[src/verilog/aras_pkg.sv]
// Package of constants and types for the address recovery stack
//
// Operation
// RULE1 - Capture address at address strobe falling edge
// RULE2 - Each capture pushes history one slot deeper
// RULE3 - History holds exactly four addresses
// RULE4 - History readable at extended locations 4Eh, 4Fh
// RULE5 - Host selects bank via 0Ah, then latches 4Eh
// RULE6 - Reading 4Eh returns address two pushes back
// RULE7 - Host sets bank select bit before extended access
// RULE8 - History locations are read-only to host writes
package aras_pkg;

   // ----------------------------------------------------------------
   // Sizes
   // ----------------------------------------------------------------
   localparam int ADDR_W = 8;
   localparam int STACK_DEPTH = 4;

   // ----------------------------------------------------------------
   // Register offsets and slot indices
   // ----------------------------------------------------------------
   localparam logic [7:0] OFF_LOST_ADDRESS_SLOT = 8'h4e;
   localparam logic [7:0] OFF_ADDRESS_HISTORY_UPPER = 8'h4f;
   localparam int SLOT_CURRENT = 0;
   localparam int SLOT_PREV = 1;
   localparam int SLOT_LOST = 2;
   localparam int SLOT_UPPER = 3;

   // ----------------------------------------------------------------
   // Reset values
   // ----------------------------------------------------------------
   localparam logic [7:0] RST_ENTRY = 8'h00;
   localparam logic [7:0] RST_READ_DATA = 8'h00;

   // ----------------------------------------------------------------
   // Types
   // ----------------------------------------------------------------
   typedef logic [STACK_DEPTH-1:0][ADDR_W-1:0] aras_hist_t;

   typedef struct packed {
      logic ale;
      logic cs_n;
      logic rd_n;
      logic wr_n;
      logic [ADDR_W-1:0] ad;
   } aras_bus_in_t;

   typedef enum logic [2:0] {
      ARAS_IDLE = 3'b001,
      ARAS_ADDR = 3'b010,
      ARAS_DRIVE = 3'b100
   } aras_phase_t;

   typedef struct packed {
      aras_phase_t phase;
      logic ale;
      logic [ADDR_W-1:0] rd_data;
   } aras_state_t;

   typedef struct packed {
      aras_hist_t hist;
   } aras_stack_state_t;

endpackage : aras_pkg

[src/verilog/aras_stack.sv]
// Four-deep push-only address history
`timescale 1ns/1ps
module aras_stack
   import aras_pkg::*;
#(
   parameter int DEPTH = STACK_DEPTH
) (
   input wire logic core_clk_i,
   input wire logic rst_n_i,
   input wire logic push_i,
   input wire logic [ADDR_W-1:0] addr_i,
   output aras_hist_t hist_o
);

   aras_stack_state_t st_q;
   aras_stack_state_t st_d;
   aras_hist_t shifted;

   // ----------------------------------------------------------------
   // Shift network
   // ----------------------------------------------------------------
   // RULE1 new current address
   assign shifted[0] = addr_i;

   // RULE2 older slots shift deeper
   // RULE3 deepest entry falls off
   for (genvar i = 1; i < DEPTH; i++) begin : g_shift
      assign shifted[i] = st_q.hist[i-1];
   end

   always_comb begin
      st_d = st_q;
      if (push_i) begin
         st_d.hist = shifted;
      end
   end

   // ----------------------------------------------------------------
   // Registers
   // ----------------------------------------------------------------
   // One register process, so the whole history has a single driver
   always_ff @(posedge core_clk_i or negedge rst_n_i) begin
      if (!rst_n_i) begin
         st_q <= '{hist: {DEPTH{RST_ENTRY}}};
      end else begin
         st_q <= st_d;
      end
   end

   assign hist_o = st_q.hist;

endmodule : aras_stack

[src/verilog/aras_top.sv]
// Address recovery stack on the multiplexed host bus
`timescale 1ns/1ps
module aras_top
   import aras_pkg::*;
(
   input wire logic core_clk_i,
   input wire logic rst_n_i,
   input wire logic ale_i,
   input wire logic cs_n_i,
   input wire logic rd_n_i,
   input wire logic wr_n_i,
   input wire logic [ADDR_W-1:0] ad_i,
   input wire logic bank_select_bit_i,
   output logic [ADDR_W-1:0] ad_o,
   output logic ad_oe_o,
   output logic [ADDR_W-1:0] current_addr_o,
   output logic [ADDR_W-1:0] prev_addr_o
);

   // ----------------------------------------------------------------
   // Declarations
   // ----------------------------------------------------------------
   aras_bus_in_t bus;
   aras_state_t st_q;
   aras_state_t st_d;
   aras_hist_t hist;
   logic ale_fall;
   logic hit_lost;
   logic hit_upper;
   logic read_now;
   logic write_now;

   assign bus = '{ale: ale_i, cs_n: cs_n_i, rd_n: rd_n_i, wr_n: wr_n_i, ad: ad_i};

   // ----------------------------------------------------------------
   // Address strobe edge
   // ----------------------------------------------------------------
   // RULE1 falling strobe edge
   assign ale_fall = st_q.ale & ~bus.ale;

   // ----------------------------------------------------------------
   // History storage
   // ----------------------------------------------------------------
   aras_stack #(
      .DEPTH(STACK_DEPTH)
   ) u_stack (
      .core_clk_i(core_clk_i),
      .rst_n_i(rst_n_i),
      .push_i(ale_fall),
      .addr_i(bus.ad),
      .hist_o(hist)
   );

   // ----------------------------------------------------------------
   // Read decode
   // ----------------------------------------------------------------
   // RULE4 extended bank decode
   // Decode uses the latched address, so 4Eh sees the post-push slot
   assign hit_lost = hist[SLOT_CURRENT] == OFF_LOST_ADDRESS_SLOT;
   assign hit_upper = hist[SLOT_CURRENT] == OFF_ADDRESS_HISTORY_UPPER;
   assign read_now = ~bus.cs_n & ~bus.rd_n & bank_select_bit_i & (hit_lost | hit_upper) & ~ale_fall;
   // RULE8 writes are decoded only to be ignored
   assign write_now = ~bus.cs_n & ~bus.wr_n & bank_select_bit_i & (hit_lost | hit_upper);

   // ----------------------------------------------------------------
   // Next state
   // ----------------------------------------------------------------
   always_comb begin
      st_d = st_q;
      st_d.ale = bus.ale;
      case (st_q.phase)
         ARAS_IDLE: begin
            if (ale_fall) begin
               st_d.phase = ARAS_ADDR;
            end
         end
         ARAS_ADDR: begin
            if (read_now) begin
               st_d.phase = ARAS_DRIVE;
            end
         end
         ARAS_DRIVE: begin
            if (ale_fall || !read_now) begin
               st_d.phase = ARAS_ADDR;
            end
         end
         default: begin
            st_d.phase = ARAS_IDLE;
         end
      endcase
      if (read_now) begin
         // RULE6 lost address from slot two
         st_d.rd_data = hit_lost ? hist[SLOT_LOST] : hist[SLOT_UPPER];
      end
   end

   // ----------------------------------------------------------------
   // State register
   // ----------------------------------------------------------------
   always_ff @(posedge core_clk_i or negedge rst_n_i) begin
      if (!rst_n_i) begin
         st_q <= '{phase: ARAS_IDLE, ale: 1'b0, rd_data: RST_READ_DATA};
      end else begin
         st_q <= st_d;
      end
   end

   // ----------------------------------------------------------------
   // Outputs
   // ----------------------------------------------------------------
   // Drive only one cycle after the decoded read, trades latency for clean timing
   assign ad_o = st_q.rd_data;
   assign ad_oe_o = st_q.phase == ARAS_DRIVE;
   assign current_addr_o = hist[SLOT_CURRENT];
   assign prev_addr_o = hist[SLOT_PREV];
endmodule : aras_top

[config.mk]
export PLATFORM = sky130hd
export DESIGN_NAME = aras_top
export DESIGN_NICKNAME = d
export VERILOG_FILES = /design/src/verilog/aras_pkg.sv /design/src/verilog/aras_stack.sv /design/src/verilog/aras_top.sv
export SDC_FILE = /design/constraint.sdc
export NUM_CORES = 1
export LEC_CHECK = 0
export BUFFER_PORTS_ARGS = -buffer_cell sky130_fd_sc_hd__buf_2
export CELL_PAD_IN_SITES_DETAIL_PLACEMENT = 1
export CELL_PAD_IN_SITES_GLOBAL_PLACEMENT = 1
export CORE_MARGIN = 10
export CORE_UTILIZATION = 40
export DETAILED_ROUTE_END_ITERATION = 6
export PLACE_DENSITY = 0.67
export SLEW_MARGIN = 30
export SYNTH_ARGS = -nofsm -noshare
export SYNTH_HDL_FRONTEND = slang
export SYNTH_HIERARCHICAL = 1
export SYNTH_SLANG_ARGS = --single-unit
[constraint.sdc]
create_clock -name core_clk_i -period 3.2 [get_ports core_clk_i]
set_clock_uncertainty 0.1 [all_clocks]
set_input_delay 0.16 -clock core_clk_i [delete_from_list [all_inputs] [get_ports core_clk_i]]
set_output_delay 0.16 -clock core_clk_i [all_outputs]
set_load 0.005 [all_outputs]
# Word level (Yosys, flattened, before mapping)
# Index checks and enable logic that the tools add are counted.
# Widths: inputs -> output; s select.
[word_totals]
wordCells = 33
inputBits = 15
regBits = 44
out_inout_bits = 25
[op_classes]
reduce_logical = 3
n_mux = 5
bitwise = 10
n_eq_ne = 8
[ops]
columns = ["op", "count"]
rows = [
  ["$eq 8x7->1 const B", 2],
  ["$mux 3", 3],
  ["$pmux 3 s3", 1],
  ["$mux 8", 1],
  ["$and 1x1->1", 5],
  ["$ne 2x2->1 const B", 2],
  ["$not 1->1", 4],
  ["$eq 3x1->1 const B", 1],
  ["$eq 3x2->1 const B", 1],
  ["$eq 3x3->1 const B", 1],
  ["$reduce_and 3->1", 1],
  ["$ne 2x1->1 const B", 1],
  ["$logic_not 1->1", 1],
  ["$logic_or 1x1->1", 1],
  ["$or 1x1->1", 1],
]

# Longest topological paths before layout
[logic_depth]
ltp_word = 9
depth_mapped = 4
depth_no_buf = 3

# Modules after synthesis
# Netlist, hierarchy kept.
[modules_own_cells]
columns = ["mod", "instances", "cells_each", "area_per_inst_um2", "seq_area_each_um2"]
rows = [
  ["aras_stack", 1, 68, 1345.0, 800.8],
  ["aras_top", 1, 50, 646.9, 301.5],
]

# Worst setup path after synthesis
# No wires, ideal clock.
[synth_timing]
path_kind = "register to register"
from = "reg u_stack.st_q (netlist bit u_stack/hist_o[5])"
to = "reg st_q (netlist bit ad_o[0])"
period_less_slack_ns = 1.945
path_stages_with_launch = 4
t_required_ns = 2.975
setup_slack_ns = 1.255
n_path_buf = 0
arrival_ns = 1.720
setup_ns = 0.125
path_cell_list = "dfrtp_1 -> or4b_1 -> nor4_4 -> mux2_2"
[synth_via]
elab_chain_len = 4
elab_cells_between_ends = 6
classes_between = "eq/ne (2); mux (1); bitwise (3)"
[synth_lines]
columns = ["item", "line", "text"]
rows = [
  ["start, declared", "aras_stack.sv:15", "aras_stack_state_t st_q;"],
  ["start signal, assigned", "aras_stack.sv:44", "st_q <= '{hist: {DEPTH{RST_ENTRY}}};"],
  ["start signal, assigned", "aras_stack.sv:46", "st_q <= st_d;"],
  ["$eq 8x7->1 (on tied branches)", "aras_top.sv:59, aras_top.sv:60", ""],
  ["$or 1x1->1", "n/a", ""],
  ["$and 1x1->1 (2 in series)", "aras_top.sv:61", "assign read_now = ~bus.cs_n & ~bus.rd_n & bank_select_bit_i & (hit_lost | hit_upper) & ~ale_fall;"],
  ["end signal, assigned", "aras_top.sv:102", "st_q <= '{phase: ARAS_IDLE, ale: 1'b0, rd_data: RST_READ_DATA};"],
  ["end signal, assigned", "aras_top.sv:104", "st_q <= st_d;"],
  ["end, declared", "aras_top.sv:24", "aras_state_t st_q;"],
]
# Parallel ways exist; a longest one is shown, timed or not.
# A chain may end at the register's enable or synchronous reset.

# Worst setup path in the final report
# Same ends and word-level chain as after synthesis.

==> impl_metrics.py <==
metrics = {
    "worst_setup_path": {
        "crit_path_end_kind": "register",
        "worst_path_max_delay_cell": "nor4_4",
        "crit_path_start": "u_stack/hist_o[5]$_DFFE_PN0P_",
        "r2r-start": "u_stack/hist_o[5]$_DFFE_PN0P_",
        "cp-start-kind": "register",
        "cp.required_ps": 3280,
        "crit_fanout": 10,
        "cp.arrival_ps": 2330,
        "crit_family": "simple AND/OR/NAND/NOR gates",
        "worstPathCellList": "or4b_1, nor4_4, mux2_2",
        "critPathKind": "register to register",
        "slowest_delay_ps": 620,
        "critPathBufInv": 0,
    },
    "hold_path": {
        "min_path_type": "input port to async pin",
    },
    "clock_tree": {
        "clk_pin_slew_ps": 80,
        "cts_hold_buffers": 10,
        "htreeDepth": 2,
        "post-cts-setup-buffers": 0,
        "cts.sinks": 44,
        "clk_latency_ps": 300,
        "numCtsBuffers": 5,
        "root_buffer": "clkbuf_8",
        "ctsResizeCount": 0,
        "cts_max_path_buffers": 2,
        "cts_tree": "yes",
    },
    "detailed_routing": {
        "wl_um": 4089,
        "dr.pass1.iters": 4,
        "drtIter0Drc": 66,
        "ant_nets": 0,
        "avgRoutedWirePerCell_um": 17.86,
        "remaining_drc_errors": 0,
        "dr_total_vias": 1075,
        "via_per_inst": 4.694,
    },
    "cells_and_area": {
        "seqCellArea_um2": 1102,
        "fill_cells": 480,
        "final_cells": 229,
        "antenna_cells": 0,
        "multiInputGateArea_um2": 762.0,
        "fin_nets": 176,
        "drive_gt1_frac": 0.5988,
        "areaGrowthSynthToFinish_pct": 17.53,
    },
    "grt": {
        "grt_max_degree": 45,
        "grt_pass1_wl_um": 6824,
        "antenna_found_initial": 0,
        "grt_overflow": 0,
        "track_usage": 0.1044,
        "grt_pass1_vias": 1268,
    },
    "power": {
        "power_leakage_nw": 1.141,
        "peakVddDrop_mv": 0.2976,
        "power_density_nw_per_um2": 631.5,
    },
    "placed_design": {
        "placed_cells": 211,
        "routabilityCongestion": 0.6977,
        "hpwl_um": 2795,
        "port_buffers": 38,
    },
    "sta": {
        "post-route-period-util": 0.7028,
        "tns_ps": 0,
        "drv_slew": 0,
        "slew_headroom": 0.4729,
        "rsz0062_at_grt": "no",
        "hold_viol_final": 0,
        "setup_viol": 0,
        "fin_crit_ps": 2249,
        "clock.fmax_ghz": 0.4446,
        "worstMarginPinSlew_ps": 784.8,
    },
    "die": {
        "die_area_um2": 8202,
        "start_util": 0.4162,
        "core_area_um2": 4786,
        "rows": 25,
        "die_h_um": 90.57,
        "ios": 40,
        "die_x_um": 90.57,
    },
    "synthesis": {
        "ys_ff_latch": 44,
        "synth_cell_types": 20,
        "yosysSeqAreaShare": 0.5534,
        "syn_area_per_cell_um2": 16.88,
        "syn_area_um2": 1992,
        "synthCells": 118,
        "synth_nets": 133,
        "yosysWarnings": 6,
    },
    "run": {
        "cap_violations": 0,
    },
    "status": {
        "outcome": "finished, final reports clean",
    },
}
-- power by group --
part           leakage, nW  internal, mW  switching [mW]
logic                0.550         0.240           0.102
registers            0.540         0.681          0.0990
clock network       0.0510         0.172           0.184
total                 1.14          1.09           0.385
-- cells in the mapped netlist --
cell type | count | area, um2
dfrtp_1 | 43 | 1076
mux2_4 | 30 | 450.4
mux2_2 | 17 | 191.4
buf_4 | 8 | 60.06
buf_12 | 3 | 60.06
nor2_1 | 2 | 7.510
nor2b_1 | 2 | 12.51
and2_1 | 1 | 6.260
buf_6 | 1 | 11.26
clkbuf_1 | 1 | 3.750
dfstp_2 | 1 | 26.28
mux2_1 | 1 | 11.26
nand2_1 | 1 | 3.750
nand3_1 | 1 | 5.000
nand4bb_1 | 1 | 11.26
nor3b_1 | 1 | 7.510
nor4_4 | 1 | 21.27
o31ai_1 | 1 | 7.510
or4b_1 | 1 | 10.01
xnor2_1 | 1 | 8.760
-- area by class of cell --
class | count | area share
tap | 67 | 0.03581
clock buffer | 6 | 0.03528
multi-input combinational | 61 | 0.3255
timing repair buffer | 49 | 0.1283
sequential | 44 | 0.4709
clock inverter | 2 | 0.004276
-- layout by cell type (no fill, tap or decap), types with 2 or more instances in the layout --
cell	instances
buf_2	37
dfrtp_1	43
mux2_2	17
dlygate4sd3_1	10
nor2_1	2
clkbuf_8	6
clkinv_2	2
buf_4	2
mux2_4	30
-- metrics by stage --
step / util / hold slack (ps) / worst slack (ps) / power (mW) / cell area (um2)
floorplan: - / -235.6 / 1255 / 1.017 / 1992
global route: 0.4892 / 327.4 / 812.8 / 1.569 / 2341
finish: 0.4892 / 293.7 / 950.9 / 1.478 / 2341
detailed placement: 0.4484 / 214.9 / 902.1 / 1.130 / 2146
global placement: 0.4484 / 214.5 / 955.5 / 1.104 / 2146
CTS: 0.4886 / 300.5 / 875.9 / 1.501 / 2338
-- metal layers --
metal / GRT usage / wire, um / up-vias
met4: 0.03183 / 14 / 0
met2: 0.1701 / 2100 / 29
met3: 0.04655 / 244 / 3
met5: 0 / 0 / -
li1: - / - / 487
met1: 0.1199 / 1730 / 556
-- flip-flops by register name (all words and copies together), names as in the netlist --
| name | count |
|---|---|
| ad_o | 8 |
| u_stack/hist_o | 32 |
| st_q | 4 |
-- kinds of logic after synthesis --
| kind of cell | synth area share |
|---|---|
| flip-flops | 0.5534 |
| buffers and inverters | 0.06784 |
| multiplexers | 0.3279 |
| AO/OA/AOI/OAI | 0.003770 |
| AND/OR/NAND/NOR | 0.04271 |
| XOR/XNOR | 0.004398 |
-- worst register-to-register path, delay by kind of cell, from the launching register on --
kind	cells	cell delay, ps
flip-flops	1	420
multiplexers	1	420
AND/OR/NAND/NOR	2	1210
-- path summary, 6_finish.rpt --
check	to	slack, ps	cells past startpoint
max in group asynchronous	st_q[9]$_DFFE_PN1P_	2330	2
worst min-delay path	u_stack/hist_o[30]$_DFFE_PN0P_	290	2
min in group core_clk_i	st_q[11]$_DFFE_PN0P_	300	4
worst max-delay path	ad_o[0]$_DFFE_PN0P_	950	3
worst max register to register	ad_o[0]$_DFFE_PN0P_	950	3
worst min register to register	ad_o[4]$_DFFE_PN0P_	410	1
Power figures use the tool's default switching activity.
